[src/inc/ata_cmd_pkg.sv]
`default_nettype none
package ata_cmd_pkg;
  localparam int unsigned CLK_HZ          = 40_000_000;
  localparam int unsigned CLK_NS          = 25;
  localparam int unsigned BSY_RISE_NS     = 400;
  localparam int unsigned BSY_RISE_CYC    = (BSY_RISE_NS / CLK_NS) < 1 ? 1 : BSY_RISE_NS / CLK_NS;
  localparam int unsigned READY_SEC       = 31;
  localparam int unsigned DIN_SEC         = 30;
  localparam int unsigned DIN_BSY_US      = 10;
  localparam int unsigned DOUT_DRQ_US     = 700;
  localparam int unsigned DOUT_BSY_US     = 5;
  localparam int unsigned DONE_SEC        = 30;
  localparam int unsigned SEC_FIRST_SEC   = 10;
  localparam int unsigned DIN_BSY_CYC     = DIN_BSY_US * (CLK_HZ / 1_000_000);
  localparam int unsigned DOUT_DRQ_CYC    = DOUT_DRQ_US * (CLK_HZ / 1_000_000);
  localparam int unsigned DOUT_BSY_CYC    = DOUT_BSY_US * (CLK_HZ / 1_000_000);
  localparam int unsigned WORDS_PER_SECT  = 256;
  localparam int unsigned SECT_ZERO_CNT   = 256;
  localparam logic [7:0]  CMD_WR_SECT     = 8'h30;
  localparam logic [7:0]  CMD_WR_SECT_NR  = 8'h31;
  localparam logic [7:0]  CMD_WR_VERIFY   = 8'h3c;
  localparam logic [7:0]  CMD_SET_FEAT    = 8'hef;
  localparam logic [7:0]  FEAT_WCACHE_ON  = 8'h02;
  localparam logic [7:0]  FEAT_XFER_MODE  = 8'h03;
  localparam logic [7:0]  FEAT_WCACHE_OFF = 8'h82;
  localparam logic [1:0]  WCACHE_RST      = 2'h0;

  typedef enum logic [1:0] {
    CAT_NONDATA = 2'h0,
    CAT_DIN     = 2'h1,
    CAT_DOUT    = 2'h2,
    CAT_REJECT  = 2'h3
  } cmd_cat_t;

  typedef struct packed {
    logic [7:0] count;
    logic [7:0] sector;
    logic [7:0] cyl_low;
    logic [7:0] cyl_high;
    logic       lba_mode;
    logic [3:0] head;
  } taskfile_t;

  typedef struct packed {
    logic busy;
    logic ready;
    logic drq;
    logic err;
    logic abort;
  } status_t;
endpackage
`default_nettype wire

[src/word_fifo.sv]
`default_nettype none
module word_fifo #(
  parameter int unsigned WIDTH = 16,
  parameter int unsigned DEPTH = 8
) (
  input  wire logic             i_clock,
  input  wire logic             i_rst,
  input  wire logic [WIDTH-1:0] i_data,
  input  wire logic             i_valid,
  output logic                  o_ready,
  output logic      [WIDTH-1:0] o_data,
  output logic                  o_valid,
  input  wire logic             i_ready
);
  localparam int unsigned AW = $clog2(DEPTH);
  initial begin
    if (DEPTH < 2 || (1 << AW) != DEPTH) $error("DEPTH must be a power of two of at least 2");
  end
  logic [WIDTH-1:0] mem_q [DEPTH];
  logic [AW:0]      wr_q, wr_d, rd_q, rd_d;
  logic             push, pop;

  always_comb begin
    o_ready = (wr_q - rd_q) != (AW+1)'(DEPTH);
    o_valid = wr_q != rd_q;
    o_data  = mem_q[rd_q[AW-1:0]];
    push    = i_valid && o_ready;
    pop     = o_valid && i_ready;
    wr_d    = push ? wr_q + 1'b1 : wr_q;
    rd_d    = pop ? rd_q + 1'b1 : rd_q;
  end

  always_ff @(posedge i_clock) begin
    if (i_rst) begin
      wr_q <= '0;
      rd_q <= '0;
    end else begin
      wr_q <= wr_d;
      rd_q <= rd_d;
    end
    if (push) mem_q[wr_q[AW-1:0]] <= i_data;
  end
endmodule
`default_nettype wire

[src/ata_write_cmd_timeout_ctrl.sv]
`default_nettype none
// Notes on behaviour
// - Write-sectors payload arrives from the host as successive 16-bit data words.
// - With auto reassign off, an uncorrectable error stops the write at that sector.
// - A sector count of zero means 256 sectors.
// - In block-address mode the 28-bit address is head:cyl_high:cyl_low:sector.
// - In geometric mode sector, cylinder and head give the first sector.
// - Command bit 0 disables retries, but is ignored while write caching is on.
// - At the end the count register holds sectors not transferred, zero unless error.
// - At the end the address registers hold the last transferred sector's address.
// - Write-verify runs exactly like write-sectors, with no read-back.
// - Busy rises within 400 ns after power-on, hard reset, soft reset or any command; the code raises busy only for commands written in the idle state.
// - Busy clears and ready sets within 31 s after power-on or either reset.
// - Data-in commands reach data request and interrupt within 30 s of busy.
// - After the 256th data-in read busy sets within 10 us.
// - Data-out commands reach data request within 700 us of busy.
// - After the 256th data-out write busy sets within 5 us.
// - Data-out commands complete with interrupt within 30 s, secure erase exempt.
// - Non-data commands complete with interrupt within 30 s, format exempt.
// - A first security command after standby power-up may take 10 s to data request.
// - Set-features subcodes for write caching and transfer mode are accepted.
module ata_write_cmd_timeout_ctrl #(
  parameter int unsigned READY_CYC  = 200,
  parameter int unsigned EXEC_CYC   = 64,
  parameter int unsigned SECT_CYC   = 32,
  parameter int unsigned FIFO_DEPTH = 8
) (
  input  wire logic                   i_clock,
  input  wire logic                   i_rst,
  input  wire logic                   i_bus_reset,
  input  wire logic                   i_soft_reset,
  input  wire logic                   i_cmd_wr,
  input  wire logic [7:0]             i_cmd_code,
  input  wire logic [7:0]             i_feature,
  input  wire ata_cmd_pkg::taskfile_t i_taskfile,
  input  wire logic                   i_data_wr,
  input  wire logic [15:0]            i_data,
  input  wire logic                   i_data_rd,
  input  wire logic                   i_auto_reassign,
  output logic                        o_media_valid,
  output logic [15:0]                 o_media_data,
  input  wire logic                   i_media_ready,
  input  wire logic                   i_media_error,
  output logic                        o_fifo_ready,
  output ata_cmd_pkg::status_t        o_status,
  output ata_cmd_pkg::taskfile_t      o_taskfile,
  output logic [27:0]                 o_lba,
  output logic                        o_retry_off,
  output logic                        o_write_cache,
  output logic [7:0]                  o_xfer_mode,
  output logic                        o_irq
);
  import ata_cmd_pkg::*;

  initial begin
    if (READY_CYC < BSY_RISE_CYC || EXEC_CYC < 1 || SECT_CYC < 1) $error("Timing parameters too small");
  end

  typedef enum logic [6:0] {
    ST_RESET  = 7'h01,
    ST_IDLE   = 7'h02,
    ST_EXEC   = 7'h04,
    ST_DRQ_WR = 7'h08,
    ST_COMMIT = 7'h10,
    ST_DRQ_RD = 7'h20,
    ST_DONE   = 7'h40
  } state_t;

  logic       bus_rst_s1_q, bus_rst_s2_q, soft_s1_q, soft_s2_q, soft_prev_q;
  logic       cmd_s1_q, cmd_s2_q, cmd_prev_q, wr_s1_q, wr_s2_q, wr_prev_q;
  logic       rd_s1_q, rd_s2_q, rd_prev_q;
  logic [15:0] data_s1_q, data_s2_q;
  logic       cmd_pulse, wr_pulse, rd_pulse, soft_release;

  always_ff @(posedge i_clock) begin
    if (i_rst) begin
      {bus_rst_s1_q, bus_rst_s2_q, soft_s1_q, soft_s2_q, soft_prev_q} <= '0;
      {cmd_s1_q, cmd_s2_q, cmd_prev_q, wr_s1_q, wr_s2_q, wr_prev_q} <= '0;
      {rd_s1_q, rd_s2_q, rd_prev_q} <= '0;
      data_s1_q <= 16'h0000;
      data_s2_q <= 16'h0000;
    end else begin
      {bus_rst_s2_q, bus_rst_s1_q} <= {bus_rst_s1_q, i_bus_reset};
      {soft_s2_q, soft_s1_q, soft_prev_q} <= {soft_s1_q, i_soft_reset, soft_s2_q};
      {cmd_s2_q, cmd_s1_q, cmd_prev_q} <= {cmd_s1_q, i_cmd_wr, cmd_s2_q};
      {wr_s2_q, wr_s1_q, wr_prev_q} <= {wr_s1_q, i_data_wr, wr_s2_q};
      {rd_s2_q, rd_s1_q, rd_prev_q} <= {rd_s1_q, i_data_rd, rd_s2_q};
      data_s1_q <= i_data;
      data_s2_q <= data_s1_q;
    end
  end

  assign cmd_pulse    = cmd_s2_q && !cmd_prev_q;
  assign wr_pulse     = wr_s2_q && !wr_prev_q;
  assign rd_pulse     = rd_s2_q && !rd_prev_q;
  assign soft_release = soft_prev_q && !soft_s2_q;

  state_t      state_q, state_d;
  cmd_cat_t    cat_q, cat_d;
  taskfile_t   tf_q, tf_d;
  logic [8:0]  left_q, left_d;
  logic [8:0]  word_q, word_d;
  logic [31:0] tmr_q, tmr_d;
  logic        err_q, err_d, abort_q, abort_d, irq_q, irq_d;
  logic        retry_off_q, retry_off_d, wcache_q, wcache_d;
  logic [7:0]  mode_q, mode_d;
  logic        fifo_ready, fifo_in_valid, any_reset;
  logic [8:0]  first_left;

  word_fifo #(
    .WIDTH(16),
    .DEPTH(FIFO_DEPTH)
  ) u_fifo (
    .i_clock(i_clock),
    .i_rst  (i_rst),
    .i_data (data_s2_q),
    .i_valid(fifo_in_valid),
    .o_ready(fifo_ready),
    .o_data (o_media_data),
    .o_valid(o_media_valid),
    .i_ready(i_media_ready)
  );

  assign fifo_in_valid = (state_q == ST_DRQ_WR) && wr_pulse;
  assign any_reset     = bus_rst_s2_q || soft_s2_q;
  assign first_left    = (tf_q.count == 8'h00) ? 9'(SECT_ZERO_CNT) : {1'b0, tf_q.count};

  function automatic cmd_cat_t classify(input logic [7:0] code);
    case (code)
      8'h30, 8'h31, 8'h3c, 8'hc5, 8'hca, 8'hcb, 8'he8, 8'hf1, 8'hf2, 8'hf4, 8'hf6: classify = CAT_DOUT;
      8'h20, 8'h21, 8'hc4, 8'hc8, 8'hc9, 8'he4, 8'hec, 8'hee:                       classify = CAT_DIN;
      8'h40, 8'h41, 8'h50, 8'h90, 8'h91, 8'hc6, 8'he0, 8'he1, 8'he2, 8'he3, 8'he5,
      8'he6, 8'he7, 8'hef, 8'hf3, 8'hf5, 8'hf7, 8'hf8, 8'hf9, 8'hb0:                 classify = CAT_NONDATA;
      default: begin
        if (code[7:4] == 4'h1 || code[7:4] == 4'h7) classify = CAT_NONDATA;
        else classify = CAT_REJECT;
      end
    endcase
  endfunction

  always_comb begin
    state_d     = state_q;
    cat_d       = cat_q;
    tf_d        = tf_q;
    left_d      = left_q;
    word_d      = word_q;
    tmr_d       = tmr_q + 32'h1;
    err_d       = err_q;
    abort_d     = abort_q;
    irq_d       = irq_q;
    retry_off_d = retry_off_q;
    wcache_d    = wcache_q;
    mode_d      = mode_q;
    case (state_q)
      ST_RESET: begin
        if (tmr_q >= 32'(READY_CYC)) begin
          state_d = ST_IDLE;
        end
      end
      ST_IDLE: begin
        if (cmd_pulse) begin
          state_d = ST_EXEC;
          tmr_d   = 32'h0;
          cat_d   = classify(i_cmd_code);
          tf_d    = i_taskfile;
          left_d  = (i_taskfile.count == 8'h00) ? 9'(SECT_ZERO_CNT) : {1'b0, i_taskfile.count};
          word_d  = 9'h0;
          err_d   = 1'b0;
          abort_d = 1'b0;
          irq_d   = 1'b0;
          retry_off_d = (i_cmd_code == CMD_WR_SECT_NR) && !wcache_q;
          if (i_cmd_code == CMD_SET_FEAT) begin
            if (i_feature == FEAT_WCACHE_ON) wcache_d = 1'b1;
            else if (i_feature == FEAT_WCACHE_OFF) wcache_d = 1'b0;
            else if (i_feature == FEAT_XFER_MODE) mode_d = i_taskfile.count;
          end
        end
      end
      ST_EXEC: begin
        if (tmr_q >= 32'(EXEC_CYC - 1)) begin
          tmr_d = 32'h0;
          case (cat_q)
            CAT_DOUT: state_d = ST_DRQ_WR;
            CAT_DIN: begin
              state_d = ST_DRQ_RD;
              irq_d   = 1'b1;
            end
            CAT_REJECT: begin
              state_d = ST_DONE;
              err_d   = 1'b1;
              abort_d = 1'b1;
              irq_d   = 1'b1;
            end
            default: begin
              state_d = ST_DONE;
              irq_d   = 1'b1;
            end
          endcase
        end
      end
      ST_DRQ_WR: begin
        if (fifo_in_valid) begin
          word_d = word_q + 9'h1;
          if (word_q == 9'(WORDS_PER_SECT - 1)) begin
            state_d = ST_COMMIT;
            word_d  = 9'h0;
            tmr_d   = 32'h0;
          end
        end
      end
      ST_COMMIT: begin
        if (!o_media_valid && tmr_q >= 32'(SECT_CYC - 1)) begin
          tmr_d = 32'h0;
          if (i_media_error && !i_auto_reassign) begin
            state_d = ST_DONE;
            err_d   = 1'b1;
            irq_d   = 1'b1;
            if (left_q != first_left) begin
              if (tf_q.lba_mode) begin
                {tf_d.head, tf_d.cyl_high, tf_d.cyl_low, tf_d.sector} =
                  {tf_q.head, tf_q.cyl_high, tf_q.cyl_low, tf_q.sector} - 28'h1;
              end else begin
                tf_d.sector = tf_q.sector - 8'h1;
              end
            end
          end else begin
            left_d = left_q - 9'h1;
            if (left_q == 9'h1) begin
              state_d = ST_DONE;
              irq_d   = 1'b1;
            end else begin
              state_d = ST_DRQ_WR;
              if (tf_q.lba_mode) begin
                {tf_d.head, tf_d.cyl_high, tf_d.cyl_low, tf_d.sector} =
                  {tf_q.head, tf_q.cyl_high, tf_q.cyl_low, tf_q.sector} + 28'h1;
              end else begin
                tf_d.sector = tf_q.sector + 8'h1;
              end
            end
          end
        end
      end
      ST_DRQ_RD: begin
        if (rd_pulse) begin
          word_d = word_q + 9'h1;
          if (word_q == 9'(WORDS_PER_SECT - 1)) begin
            state_d = ST_DONE;
            irq_d   = 1'b1;
          end
        end
      end
      ST_DONE: begin
        state_d = ST_IDLE;
      end
      default: state_d = ST_RESET;
    endcase
    if (any_reset || soft_release) begin
      state_d = ST_RESET;
      tmr_d   = 32'h0;
      irq_d   = 1'b0;
    end
  end

  always_ff @(posedge i_clock) begin
    if (i_rst) begin
      state_q     <= ST_RESET;
      cat_q       <= CAT_NONDATA;
      tf_q        <= '0;
      left_q      <= 9'h0;
      word_q      <= 9'h0;
      tmr_q       <= 32'h0;
      err_q       <= 1'b0;
      abort_q     <= 1'b0;
      irq_q       <= 1'b0;
      retry_off_q <= 1'b0;
      wcache_q    <= WCACHE_RST[0];
      mode_q      <= 8'h00;
    end else begin
      state_q     <= state_d;
      cat_q       <= cat_d;
      tf_q        <= tf_d;
      left_q      <= left_d;
      word_q      <= word_d;
      tmr_q       <= tmr_d;
      err_q       <= err_d;
      abort_q     <= abort_d;
      irq_q       <= irq_d;
      retry_off_q <= retry_off_d;
      wcache_q    <= wcache_d;
      mode_q      <= mode_d;
    end
  end

  always_comb begin
    o_status.busy  = (state_q == ST_RESET) || (state_q == ST_EXEC) || (state_q == ST_COMMIT)
                  || (state_q == ST_DONE);
    o_status.ready = !o_status.busy;
    o_status.drq   = (state_q == ST_DRQ_WR) || (state_q == ST_DRQ_RD);
    o_status.err   = err_q;
    o_status.abort = abort_q;
    o_taskfile     = tf_q;
    o_taskfile.count = left_q[7:0];
    o_lba          = {tf_q.head, tf_q.cyl_high, tf_q.cyl_low, tf_q.sector};
    o_retry_off    = retry_off_q;
    o_write_cache  = wcache_q;
    o_xfer_mode    = mode_q;
    o_irq          = irq_q;
    o_fifo_ready   = fifo_ready;
  end
endmodule
`default_nettype wire

[config.mk]
export PLATFORM = sky130hd
export DESIGN_NAME = ata_write_cmd_timeout_ctrl
export DESIGN_NICKNAME = d
export VERILOG_FILES = /design/src/inc/ata_cmd_pkg.sv /design/src/word_fifo.sv /design/src/ata_write_cmd_timeout_ctrl.sv
export SDC_FILE = /design/constraint.sdc
export NUM_CORES = 1
export LEC_CHECK = 0
export CORE_ASPECT_RATIO = 2
export CORE_MARGIN = 2
export CORE_UTILIZATION = 43
export CTS_BUF_LIST = sky130_fd_sc_hd__clkbuf_8
export DETAILED_ROUTE_END_ITERATION = 16
export DONT_BUFFER_PORTS = 1
export GPL_TIMING_DRIVEN = 0
export PLACE_DENSITY_LB_ADDON = 0.25
export SLEW_MARGIN = 5
export SYNTH_ARGS = -nofsm -noshare
export SYNTH_HDL_FRONTEND = slang
export SYNTH_SLANG_ARGS = --single-unit
export TNS_END_PERCENT = 5
[constraint.sdc]
create_clock -name i_clock -period 5.3 [get_ports i_clock]
set_input_delay 1.59 -clock i_clock [delete_from_list [all_inputs] [get_ports i_clock]]
set_output_delay 1.59 -clock i_clock [all_outputs]
set_load 0.01 [all_outputs]
======== Word-level counts from Yosys, hierarchy flattened ========
Memory sizes are Yosys's and may differ from the RTL's. A register that Yosys moved wholly into a read port is not among the register bits.
Index checks and enable logic that the tools add are counted.
W data, S select, Z words.
storage, ports and cells
  output and inout bits ................... 99
  bits of input ports ..................... 79
  memories kept ........................... 1
  register bits ........................... 163
  word-level logic and storage cells ...... 243
  bits in writable memories ............... 128
memory list
  memory        depth  width  rd ports  clocked after memory_dff  write ports  line             source
  u_fifo.mem_q  8      16     1         1                         1            word_fifo.sv:19  logic [WIDTH-1:0] mem_q [DEPTH];
cells by class
  add/sub/neg operators ................... 10
  equality and inequality tests ........... 75
  $lt $le $gt $ge ......................... 3
  reductions and logical operators ........ 48
  bitwise logic cells ..................... 2
  muxes and demuxes ....................... 69
operators with widths
  kind                     count
  $eq A8 B8 Y1 const B     32
  $mux W32                 5
  $pmux W32 S4             1
  $mux W24                 4
  $mux W9                  9
  $mux W7                  10
  $pmux W7 S7              1
  $pmux W24 S2             1
  $eq A8 B6 Y1 const B     5
  $add A32 B1 Y32 const B  1
  $ge A32 B5 Y1 const B    1
  $ge A32 B6 Y1 const B    1
  $ge A32 B8 Y1 const B    1
  $mux W16                 2
  $mux W29                 1
  $add A28 B1 Y28 const B  1
  $sub A28 B1 Y28 const B  1
  $pmux W9 S3              1
  $eq A8 B7 Y1 const B     3
  $mux W4                  6
  $ne A2 B2 Y1 const B     11
  $reduce_or A20 Y1        1
  $pmux W9 S2              1
  $reduce_and A6 Y1        3
  other kinds (50)         104

======== Depth between registers and ports, before layout ========
Gate-level depths: netlist of the first run.
  depth after elaboration ................. 7
  mapped depth ............................ 10

======== Hierarchy ========
A second synthesis of the first run with hierarchy kept.
unflattened totals
  cells, all modules ...................... 1292
  area total of the unflattened synthesis .. 13750.7 um^2
modules (own cells, without submodules)
  module                      sequential area each (um^2)  cells each  instances  area an instance (um^2)
  ata_write_cmd_timeout_ctrl  3103.0                       1030        1          8277.9
  word_fifo                   4063.9                       262         1          5472.7

======== Worst setup path before layout of the first run ========
OpenSTA, ideal clock, no wires.
  kind .................................... reg-to-reg
  start ................................... register u_fifo.wr_q[0]
  end ..................................... memory u_fifo.mem_q[1][0], enable pin
  arrival time ............................ 3.328 ns
  stages on the path, launching flop included .. 11
  path slack .............................. 1.542 ns
  clock period less this slack ............ 3.758 ns
  library setup time ...................... 0.430 ns
  cell sequence ........................... dfxtp_1 > clkbuf_1 > inv_1 > ha_1 > nor2b_1 > or4b_2 > a21oi_1 > o211a_1 > inv_1 > nand2_1 > nor4_1
between the ends
  longest elaborated chain between the ends .. 5
RTL lines
  item                           line                              source
  start, declared                word_fifo.sv:20                   logic [AW:0] wr_q, wr_d, rd_q, rd_d;
  start signal, assigned         word_fifo.sv:38                   wr_q <= wr_d;
  $sub A4 B4 Y4                  word_fifo.sv:24                   o_ready = (wr_q - rd_q) != (AW+1)'(DEPTH);
  $ne A4 B4 Y1                   word_fifo.sv:24
  named net o_fifo_ready         ata_write_cmd_timeout_ctrl.sv:44  output logic o_fifo_ready,
  $logic_and A1 B1 Y1            word_fifo.sv:27                   push = i_valid && o_ready;
  $mux W1                        word_fifo.sv:41                   if (push) mem_q[wr_q[AW-1:0]] <= i_data;
  $mux W1 (not written as such)  word_fifo.sv:41
  end, declared                  word_fifo.sv:19
The timed path passes the listed nets, and every way through them passes these cells.

==> reports/results.txt, run 1 <==
The number of nets in the synthesized netlist is 1396. For the final RePlAce weighted congestion, the log shows 0.905. In this run the static leakage power is 0.00540 µW. Combinational cells account for 2.7% of the total power. The area growth from synthesis to layout is 11.6%.

In this run, post-CTS hold repair placed 0 buffers. Total of max-cap violations: 0. The depth of the most critical reg-to-reg path is 11.

Post-detailed-route wirelength per cell: 21.4 µm. The worst hold-check path type is reg2reg. The detail route stage leaves a number of antenna-violating nets equal to 0. The tools report the sequential share of power as 53.9%.

TritonCTS created 42 clock buffers. STA classifies the critical path startpoint as a flip-flop. In this run the vertical extent of the chip is 258 µm. The library cell used most frequently in the layout, excluding fill and tap cells, is sky130_fd_sc_hd__dfxtp_1. The floorplan step set the die width to 131 µm. Global routing used 22.5% of the available tracks. The number of placed instances, taps included, is 1742.

The total overflow left after global routing is 0. The share of the clock period used by the worst path after layout works out to 84.1%. The synthesized netlist devotes 10.7% of its cell area to compound gates. 178 I/O pins were placed. The die covers 33900 µm².

After synthesis, the netlist uses 83 different library cells. End of the worst register-to-register path: u_fifo.mem_q[2][3]. Port buffering added 0 buffers. The fraction of final layout cells sized beyond drive strength 1 was 18.7%. The final layout contains 1455 nets. The tools report the area of all placed cells without fillers as 15500 µm². The final layout contains routed wiring with a total length of 38.9 mm. The worst setup path is captured at a primary output.

The initial core utilization came out at 43.5%. The data required time of the worst path came out at 3710 ps. After clock tree synthesis, the clock-pin slew on the worst setup and hold paths is 70 ps.

The count of non-filler cells in the finished layout was 1821; the fill cell instance count of the final layout was 2955. Clock skew on the completed layout was measured at 33.0 ps. The power density over the cells was 285 nW/µm²; the post-route DRC violation count was 0.

Row generation in the floorplan step produced 93 rows. Of all flip-flops after synthesis, the portion carrying an async set or reset was 0%. In this run switching power makes up 22.1% of total power. The run finished with clean final reports.

For this run, the detailed router's first-pass iteration total came to 5. Each instance of the synthesized netlist takes up on average 10.7 µm². Summing the sequential cell areas from Yosys gives 51.5% of the chip area. In this run the power spent charging and discharging nets is 980 µW.

Cell internal power was estimated by the tool at 3450 µW. The tools report the minimum setup slack among reg-to-reg paths as 1510 ps. For this run, the number of Yosys warnings is 0. The clock insertion delay at the later pin of the skew report was 590 ps. IR analysis of the VDD net gives a maximum drop of 168 µV. Counting flops with a built-in enable in the synthesized netlist gives 128. The clock power share is 43.4%, and the parity-gate share of the synthesized area counting xor and xnor cells is 3.34%.

The kind of critical path is reg2out. The dominant synthesized flop cell was sky130_fd_sc_hd__dfxtp_1. The number of pins exceeding their max-slew limit in the final report was 0. After Yosys synthesis, and, or, nand and nor cells account for 19.1% of the synthesized area.

The number of register bits inferred by synthesis is 294. The placed instances occupy a cell area of 14600 µm². The maximum net fanout on the critical path works out to 10. The cell count after synthesis came out at 1300. STA puts the critical path data arrival time at 2870 ps. The hold-critical path depth is 1. Cells fill 48.5% of the core in the end. For this design, the slowest cell found on the critical path is sky130_fd_sc_hd__buf_1.

Maximum root-to-sink buffer count: 3. The largest family of logic cells by synthesized area is simple AND/OR/NAND/NOR gates. In the routed layout, each cell is associated on average with a via count of 5.77.

Clock tree synthesis found a total of 294 sinks. For hold timing, the worst endpoint is soft_s2_q. The synthesized netlist occupies a cell area of 13900 µm². The initial antenna violation count came out at 3. The routed via count was 10508; the placeable core region was 32000 µm².

In this run the critical register-to-register path is launched from u_fifo.wr_q[0]. In the synthesized netlist, mux cells make up 7.20% of the area. In the layout the commonest cells are 166 x sky130_fd_sc_hd__dfxtp_1, 128 x sky130_fd_sc_hd__edfxtp_1, 102 x sky130_fd_sc_hd__nor2_1. Hold timing on the final database bottoms out at a slack of 436 ps.

Post-cts gate resize count: 0. TritonCTS built the clock tree. For the global-route wire length before repair, the log shows 59.3 mm.

Hold violation total from the final report: 0. For the pin with the worst max-slew slack, the measured transition is 1070 ps. The signal on the critical path passes through clkbuf_1 > buf_1 > mux4_2 > mux2_2.

Summed over all nets, the half-perimeter wirelength after detailed placement is 29.2 mm. The clock tree synthesis step divided the H-tree into 2 levels. The tools report the maximum clock frequency as 224 MHz.

After the first detailed-routing iteration, the DRC count stood at 532. The via count of the first global-routing pass is 10759, and the largest incremental delay on the critical path is 820 ps. The synthesized netlist devotes 1.53% of its cell area to adder and majority cells.

The run gives 0 as the number of setup buffers added after CTS. The pin count of the biggest net entering global routing was 13. Worst hold path startpoint: soft_s1_q.

In this run the clock root is driven by a sky130_fd_sc_hd__clkbuf_8. Setup violations remaining at the end of the flow were counted as 0. Setup repair after global routing left no endpoint under its margin. The worst path in the final design needs a cycle of 4460 ps, including I/O delays and setup. Headroom to the max-slew limit came out at 27.7%.
==> flip-flops by register name (all words and copies together), names as in the netlist, 2 cells and up, named ones only <==
name and count:
u_fifo.mem_q 128, tmr_q 32, o_lba 28, data_s1_q 16, data_s2_q 16, left_q 9, word_q 9, o_xfer_mode 8
tf_q 8, state_q 7, u_fifo.rd_q 4, u_fifo.wr_q 4, cat_q 2
==> kinds of logic (layout without fill, tap and decap cells) <==
logic type,count (synthesis),in the layout
buf+inv,167,259
fa+ha+maj,17,17
flops,294,294
other cells,0,2
compound gates,213,213
mux,58,58
simple gates,498,498
xor+xnor,53,53
==> layer usage <==
layer | vias to the layer above | global-route usage, % | wire length (µm)
li1 | 4866 | - | -
met1 | 5160 | 21.6 | 13300
met2 | 356 | 43.9 | 21500
met3 | 122 | 4.73 | 2180
met4 | 4 | 12.7 | 1940
met5 | - | 0 | 28
==> power groups by stage <==
stage / combinational (µW) / clock, µW / sequential (µW)
final: 119 / 1920 / 2390
after global routing: 130 / 2060 / 2390
after CTS: 119 / 1980 / 2390
after detailed placement: 118 / 0 / 2440
after global placement: 116 / 0 / 2440
after floorplan: 82.8 / 0 / 2430
==> area by class of cell <==
| type | instances | area [µm²] | area share, % |
|---|---|---|---|
| multi-input combinational | 839 | 5870 | 37.8 |
| sequential | 294 | 7170 | 46.1 |
| timing repair buffer | 15 | 120 | 0.773 |
| clock buffer | 48 | 661 | 4.25 |
| tap | 427 | 534 | 3.44 |
| buffer | 139 | 818 | 5.27 |
| inverter | 28 | 105 | 0.677 |
| clock inverter | 29 | 248 | 1.60 |
| antenna | 2 | 5.00 | 0.0322 |
==> critical path, delay by kind of cell (launching register included) <==
family,cells,cell delay (ps)
DFF,1,310
muxes,2,930
buffers and inverters,2,1050
==> synthesized netlist by cell type, drive strengths merged, types with 13 or more instances <==
master  count  share of area [%]
a211oi     15               0.88
a21oi      60                2.2
a31oi      13               0.58
buf        95                4.7
clkbuf     44                1.2
dfxtp     166                 24
edfxtp    128                 28
ha         17                1.5
inv        27               0.73
mux2       17                1.4
mux4       32                5.2
nand2     100                2.7
nand3      50                1.8
nand4      20                1.0
nor2      103                2.8
nor2b      54                2.4
nor3       39                1.5
nor4       35                1.7
o21ai      32                1.2
o32ai      13               0.87
or3        16               0.72
or4        13               0.73
xnor2      33                2.1
xor2       20                1.3
==> stage by stage <==
stage / TNS [ps] / total power [µW] / setup slack, ps
floorplan: 0 / 2510 / 1540
global route: 0 / 4580 / 636
global placement: -33170 / 2550 / -453
finish: 0 / 4430 / 842
CTS: 0 / 4480 / 728
detailed placement: 0 / 2560 / 1350
==> worst max path at each step <==
stage	to	cells after the start
finish	o_media_data[14]	4
global route	o_media_data[8]	4
CTS	o_media_data[14]	4
detailed placement	o_media_data[14]	4
global placement	u_fifo.mem_q[0][4]	10
floorplan	u_fifo.mem_q[1][0]	10
(Power assumes the default switching activity.)
==> inputs of run 2 (changes only) <==
--- a/config.mk
+++ b/config.mk
@@ -5,6 +5,7 @@
 export SDC_FILE = /design/constraint.sdc
 export NUM_CORES = 1
 export LEC_CHECK = 0
+export ABC_AREA = 1
 export CORE_ASPECT_RATIO = 2
 export CORE_MARGIN = 2
 export CORE_UTILIZATION = 43
==> constraint.sdc (replaced) <==
create_clock -name i_clock -period 4.46 [get_ports i_clock]
set_input_delay 1.338 -clock i_clock [delete_from_list [all_inputs] [get_ports i_clock]]
set_output_delay 1.338 -clock i_clock [all_outputs]
set_load 0.01 [all_outputs]
==> run 2 against run 1 <==
Sequential share of layout area down 3.7 points. Clock skew rose by 6.6 ps. Cell count grew 41%. Utilization fell by 0.84 points. Via count rose by 26%. Total power up 57%. Largest power group unchanged.
==> reports/results.txt, run 2 <==
The tools report the signal arrival time at the worst endpoint as 2750 ps (-120 ps). The placeable core region came out at 35400 µm² (+11%). The maximum root-to-sink buffer count is 3 (unchanged). In this design, the largest share of critical-path delay is due to buffers and inverters. The initial detailed-routing violation count came out at 1005 (+89%). The most common cell in the synthesized netlist is sky130_fd_sc_hd__nor2_1. The dominant synthesized flop cell is sky130_fd_sc_hd__dfxtp_1. The adder and majority cell fraction of the synthesized area was 1.38% (-0.14 points); the average instance area after synthesis was 7.57 µm² (-29%).

The data required time of the worst path came out at 3120 ps (-590 ps). The sum of routed wire length over all layers was 43.3 mm (+11%); the number of enable flip-flop cells after synthesis was 128 (unchanged). The level count of the clock H-tree was 2 (unchanged). Kind of critical path: reg2out.

The post-synthesis cell area came out at 15400 µm² (+10%). After synthesis, the cell types taking the most area are sky130_fd_sc_hd__edfxtp_1 25%, sky130_fd_sc_hd__dfxtp_1 22%, sky130_fd_sc_hd__nor2_1 10%. The number of register bits inferred by synthesis is 294 (unchanged), and the aggregate global-route resource usage is 23.1% (+0.63 points).

Number of setup buffers added after CTS: 0 (unchanged). The width of the die is 138 µm (+4.9%). The number of clock buffers inserted by TritonCTS is 42 (unchanged). The share of synthesized area spent on multiplexers is 0.0651% (-7.1 points), and the power density over the cells is 412 nW/µm² (+45%). The number of I/O port buffers came out at 0 (unchanged). The largest family of logic cells by synthesized area is simple AND/OR/NAND/NOR gates. Maximum clock frequency: 245 MHz. The most common cell after layout, fill and taps aside is sky130_fd_sc_hd__nor2_1. The logs give 0 (unchanged) for the total grt overflow and 13236 (+26%) for the routed via count. The maximum net fanout on the critical path is 10 (unchanged), and the post-synthesis cell count is 2031 (+56%). The overall power was 6970 µW (+57%).

For the total clock sinks, the log shows 294 (unchanged). The register clock-pin slew on the reported worst setup and hold paths was 70 ps (about the same); the global-route wire length before repair was 66.9 mm (+13%). The actual slew at the worst max-slew pin was 910 ps (-158 ps). In the layout the commonest cells are 410 x sky130_fd_sc_hd__nor2_1, 380 x sky130_fd_sc_hd__nand2_1, 232 x sky130_fd_sc_hd__inv_1. The sequential element share of the synthesized area was 46.6% (-4.9 points); the post-cts gate resize count was 0 (unchanged). Walking the worst path, the cells encountered are clkbuf_1 > clkbuf_1 > o21ai_0 > o22ai_1 > nor2_1 > a31oi_1. Area fraction in compound gates after synthesis: 9.71% (-0.94 points). The count of yosys warnings during synthesis was 0 (unchanged).

The cell area after placement is 16100 µm² (+9.9%), and the share of the clock period used by the worst path after layout is 91.6%. For the number of pins exceeding their max-slew limit in the final report, the log shows 0 (unchanged). The maximum vdd drop is 222 µV (+32%), and the number of flip-flops in the largest register is 128 (unchanged). TritonCTS built the clock tree.

The post-detailed-route wirelength per cell was 16.8 µm (-21%); the parity-gate share of the synthesized area counting xor and xnor cells was 1.37% (-2.0 points). The most area-hungry cell type in the Yosys netlist is sky130_fd_sc_hd__edfxtp_1. The final net count was 2180 (+50%). The via count of the first global-routing pass was 12166 (+13%); the number of optimization iterations in the first detailed-route pass was 5 (unchanged). The tools report the count of boundary I/O pins as 178 (unchanged).

The routed via count divided by cell count is 5.15 (-11%), and the leakage power of the design is 0.00722 µW (+34%). Final hold slack: 400 ps (-36.2 ps). In the synthesized netlist, the cells that appear most often are 410 x sky130_fd_sc_hd__nor2_1, 380 x sky130_fd_sc_hd__nand2_1, 220 x sky130_fd_sc_hd__inv_1. On the critical path, the stage with the largest delay is an instance of sky130_fd_sc_hd__clkbuf_1. The run gives 0 (unchanged) as the hold violation total from the final report. The clock insertion delay at the later pin of the skew report came out at 600 ps (about the same). The number of antenna-violating nets in the routed design was 0 (unchanged). The logs give 0 (unchanged) for the total of max-cap violations and 3531 (+19%) for the fill cell instance count of the final layout.

The largest clock skew in the final design is 39.6 ps (+6.57 ps), and the worst max-slew margin expressed relative to the limit is 39.0% (+11 points). The area growth from synthesis to layout is 9.99%. The number of distinct standard cells referenced by the synthesized netlist came out at 54 (-35%). The initial antenna violation count is 2 (-1). The final setup TNS was 0 ps (unchanged). The number of buffers inserted for hold repair after clock tree synthesis was 0 (unchanged).

The detailed placer's ending HPWL is 31.9 mm (+9.1%). For the die footprint, the log shows 37400 µm² (+10%). The simple-gate area share of the yosys netlist came out at 29.6% (+10 points).

For the number of failing setup endpoints in the final timing report, the log shows 0 (unchanged). The tools report the count of standard-cell rows as 98 (+5.4%). Share of synthesized registers carrying an async set or reset: 0% (unchanged). The run gives 43.4% (-0.12 points) as the initial core utilization. Counting stages on the worst path, the most repeated cell is sky130_fd_sc_hd__clkbuf_1. Pin count of the biggest net entering global routing: 13 (unchanged). The tools report the area of all placed cells without fillers as 16900 µm² (+8.8%).

STA classifies the critical path endpoint as a primary output. The largest incremental delay on the critical path is 610 ps (-210 ps), and the portion of synthesized cell area occupied by the leading cell type is 25.0% (-2.6 points). The run finished with clean final reports.

The utilization of the core after routing was 47.7% (-0.84 points); the fraction of final layout cells sized beyond drive strength 1 was 11.4% (-7.3 points). The worst setup path is launched from a flip-flop. The tools report the cell at the root of the clock tree as sky130_fd_sc_hd__clkbuf_8.

Setup repair after global routing left no endpoint under its margin. The run gives 0.961 (+6.2%) as the final RePlAce weighted congestion. The die outline height works out to 271 µm (+5.0%). The clock period minus worst slack is 4090 ps.

Worst hold-check path type: reg2reg. For the post-route DRC violation count, the log shows 0 (unchanged). The synthesized netlist net count is 2127 (+52%), and the buffer and inverter count on the worst path is 2 (unchanged).
-- run 2: cell count changes after synthesis, sizes merged, moves of 54 or more --
cell   previous run  this run
inv              27       229
nor2b            54         0
nor2            103       433
nand3            50       125
nand2           100       391
o21ai            32       135
-- run 2: final cells by class --
cell class	count	area [µm²]	share of cell area, %
clock buffer	50	688	4.07
tap	450	563	3.33
antenna	3	7.51	0.0444
inverter	231	870	5.14
multi-input combinational	1365	6510	38.5
buffer	141	860	5.09
sequential	294	7170	42.4
timing repair buffer	9	101	0.600
clock inverter	27	135	0.799
-- run 2: worst paths after layout --
kind             startpoint                  end  slack, ps  depth (start not counted)
max               flip-flop     o_media_data[14]        370                          6
min            data_s1_q[1]         data_s2_q[1]        400                          2
max reg2reg  u_fifo.wr_q[1]  u_fifo.mem_q[0][12]        990                         10
min reg2reg    data_s1_q[1]         data_s2_q[1]        400                          2
-- run 2: cells by family (layout without fill, tap and decap cells) --
family / after synthesis / count (layout)
AOI/OAI and AO/OA: 270 / 270
xor gates and xnor gates: 24 / 24
adders and majority gates: 17 / 17
buffers and inverters: 372 / 458
DFF: 294 / 294
muxes: 1 / 1
other: 0 / 3
and+or+nand+nor: 1053 / 1053
-- run 2: through the flow --
| step | setup WS, ps | std cells |
|---|---|---|
| 3_5_place_dp | 964 | 2490 |
| 6_report | 374 | 2570 |
| 2_1_floorplan | 1300 | 2031 |
| 4_1_cts | 316 | 2567 |
| 5_1_grt | 167 | 2569 |
| 3_3_place_gp | -91.0 | 2481 |
-- run 2: per-layer routing --
metal / track usage, % / vias up / wire length [µm]
met5: 0 / - / 0
met4: 7.51 / 0 / 1220
met3: 3.55 / 74 / 3100
met2: 36.7 / 441 / 19800
met1: 32.3 / 6061 / 19100
li1: - / 6660 / -
-- run 2: tightest hold or removal path, cell delays in order, from the launching register on --
cell	delay, ps
sky130_fd_sc_hd__dfxtp_1	300
sky130_fd_sc_hd__inv_1	40
sky130_fd_sc_hd__nor2_1	40
-- run 2: power by group --
part	switching [µW]	leakage, µW	total, µW	internal (µW)
logic	1230	0.00422	1840	611
registers	125	0.00253	3020	2900
clock network	1080	0.000478	2110	1040
==> inputs of run 3 (changes only) <==
--- a/config.mk
+++ b/config.mk
@@ -13,7 +13,7 @@
 export DETAILED_ROUTE_END_ITERATION = 16
 export DONT_BUFFER_PORTS = 1
 export GPL_TIMING_DRIVEN = 0
-export PLACE_DENSITY_LB_ADDON = 0.25
+export PLACE_DENSITY = 0.66
 export SLEW_MARGIN = 5
 export SYNTH_ARGS = -nofsm -noshare
 export SYNTH_HDL_FRONTEND = slang
==> run 3 against run 2 <==
Cell count is essentially flat. Die area is the same. First-iteration DRC count grew 12%. Wire length shrank 1.0%. Register-to-register slack gained 140 ps. Sequential share of layout area shrank 0.27 points. Critical path depth is the same. Worst setup slack lost 64 ps. Critical path type unchanged.
==> reports/results.txt, run 3 (synthesis gave the netlist of run 2 again) <==
The flow ran to the end, and the final reports show no timing, DRC or antenna violations. The routed via count divided by cell count was 5.20 (+0.91%); the number of antenna-violating nets in the routed design was 0 (unchanged). The logs give 3467 (-1.8%) for the fill cell instance count of the final layout and 294 (unchanged) for the total clock sinks.

The area growth from synthesis to layout was 10.7%; the overall power was 7180 µW (+3.0%). The maximum net fanout on the critical path is 10 (unchanged). The register clock-pin slew on the reported worst setup and hold paths was 70 ps (about the same).

The maximum vdd drop is 233 µV (+5.2%), and the number of flip-flops in the largest register is 128 (unchanged). Cell at the root of the clock tree: sky130_fd_sc_hd__clkbuf_8. In this run the worst hold path is classified as reg2reg. The worst hold path begins at bus_rst_s1_q. The tools report the routed via count as 13367 (+0.99%). The final RePlAce weighted congestion came out at 0.967 (+0.68%). The worst setup path is of the reg2out kind. The post-cts gate resize count is 0 (unchanged). The worst setup path is launched from a flip-flop. Hold-critical path depth: 2 (unchanged). The detailed placer's ending HPWL is 31.5 mm (-1.1%).

The run gives 3 (+1) as the initial antenna violation count. The maximum clock frequency is 241 MHz (-1.5%). The signal arrival time at the worst endpoint was 2810 ps (+60 ps); the actual slew at the worst max-slew pin was 910 ps (+0.0947 ps). The tools report the end point of the worst hold path as bus_rst_s2_q. The worst register-to-register path begins at u_fifo.wr_q[1]. The tools report the final net count as 2184 (+0.18%). Setup repair after global routing left no endpoint under its margin. For the initial core utilization, the log shows 43.4% (unchanged). The run gives 0.00724 µW (+0.31%) as the leakage power of the design.

The tools report the critical path capture point type as a primary output. The power density over the cells is 422 nW/µm² (+2.4%), and the fraction of final layout cells sized beyond drive strength 1 is 11.6% (+0.23 points). Number of pins exceeding their max-slew limit in the final report: 0 (unchanged).

The clock period minus worst slack is 4150 ps (+63.6 ps), and the number of I/O port buffers is 0 (unchanged). The run gives 0 (unchanged) as the number of buffers inserted for hold repair after clock tree synthesis. The post-detailed-route wirelength per cell was 16.7 µm (-1.1%); the via count of the first global-routing pass was 12350 (+1.5%). The tools report the number of optimization iterations in the first detailed-route pass as 6 (+1). TritonCTS built the clock tree. The tools report the clock insertion delay at the later pin of the skew report as 600 ps (about the same). The aggregate global-route resource usage is 22.8% (-0.30 points), and the number of clock buffers inserted by TritonCTS is 43 (+2.4%). The total grt overflow is 0 (unchanged), and the count of standard-cell rows is 98 (unchanged).

In the layout the commonest cells are 410 x sky130_fd_sc_hd__nor2_1, 380 x sky130_fd_sc_hd__nand2_1, 227 x sky130_fd_sc_hd__inv_1. The depth of the most critical reg-to-reg path was 10 (unchanged); the number of setup buffers added after CTS was 0 (unchanged). The logs give 42.8 mm (-1.0%) for the sum of routed wire length over all layers and 37400 µm² (unchanged) for the die footprint. The tools report the end of the worst register-to-register path as u_fifo.mem_q[3][5]. The number of failing setup endpoints in the final timing report is 0 (unchanged). The tools report the pin count of the biggest net entering global routing as 13 (unchanged).

The tools report the count of boundary I/O pins as 178 (unchanged). The total of max-cap violations was 0 (unchanged); the minimum setup slack among reg-to-reg paths was 1130 ps (+140 ps). The worst max-slew margin expressed relative to the limit was 39.0% (about the same); the die outline height was 271 µm (unchanged). Placeable core region: 35400 µm² (unchanged). The width of the die came out at 138 µm (unchanged). The run gives 2 (unchanged) as the level count of the clock H-tree. The run gives 66.4 mm (-0.84%) as the global-route wire length before repair.

The library cell used most frequently in the layout, excluding fill and tap cells, is sky130_fd_sc_hd__nor2_1. The final setup TNS is 0 ps (unchanged), and the share of the clock period used by the worst path after layout is 93.0% (+1.4 points). Hold violation total from the final report: 0 (unchanged).

The logs give 3120 ps (about the same) for the data required time of the worst path and 3 (unchanged) for the maximum root-to-sink buffer count. Post-route DRC violation count: 0 (unchanged). The logs give 1129 (+12%) for the initial detailed-routing violation count and 36.6 ps (-2.99 ps) for the largest clock skew in the final design.
## run 3: cell types whose count changed in the layout (fill, tap and decap cells not counted), sizes merged
| cell | delta |
|---|---|
| buf | +3 |
| bufinv | +4 |
| clkbuf | -2 |
| clkinv | -1 |
| clkinvlp | +3 |
| inv | -5 |
## run 3: metrics by stage
step / utilization, % / hold WS [ps] / std cells / cell area [µm²] / worst slack (ps)
after detailed placement: 45.4 / 393 / 2493 / 16100 / 930
after global routing: 48.0 / 406 / 2572 / 17000 / 170
after global placement: 45.0 / 390 / 2481 / 15900 / 43.5
final: 48.0 / 394 / 2572 / 17000 / 310
after CTS: 48.0 / 394 / 2569 / 17000 / 277
after floorplan: - / 388 / 2031 / 15400 / 1300
## run 3: where the power goes
part	total, µW	switching [µW]	internal [µW]
logic	1840	1230	612
registers	3020	122	2900
clock network	2330	1090	1240
total	7180	2440	4740
## run 3: worst max path at each step
stage / end / cells past startpoint
2_1_floorplan: u_fifo.mem_q[4][0] / 9
3_3_place_gp: u_fifo.mem_q[0][1] / 9
3_5_place_dp: o_media_data[8] / 6
4_1_cts: o_media_data[8] / 6
5_1_grt: o_media_data[10] / 6
6_report: o_media_data[8] / 6
## run 3: layout make-up
class | count | area [µm²] | area share [%]
Sequential cell | 294 | 7170 | 42.1
Inverter | 231 | 870 | 5.11
Clock buffer | 48 | 661 | 3.88
Multi-Input combinational cell | 1365 | 6510 | 38.3
Buffer | 141 | 860 | 5.05
Timing Repair Buffer | 12 | 120 | 0.706
Tap cell | 450 | 563 | 3.31
Clock inverter | 28 | 253 | 1.49
Antenna cell | 3 | 7.51 | 0.0441
## run 3: per-layer routing
metal  vias to the layer above  global-route usage [%]  routed length, µm
met5                         -                       0                  0
li1                       6663                       -                  -
met3                       108                    3.66               2950
met4                         0                    9.69               1670
met2                       496                    35.6              19500
met1                      6100                    31.3              18700
## run 3: critical path: stages (launching register included)
cell and delay, ps:
sky130_fd_sc_hd__dfxtp_1 370, sky130_fd_sc_hd__clkbuf_1 330, sky130_fd_sc_hd__clkbuf_1 670, sky130_fd_sc_hd__nor2_1 110, sky130_fd_sc_hd__nor2_1 110, sky130_fd_sc_hd__o21ai_0 100
sky130_fd_sc_hd__a31oi_1 530
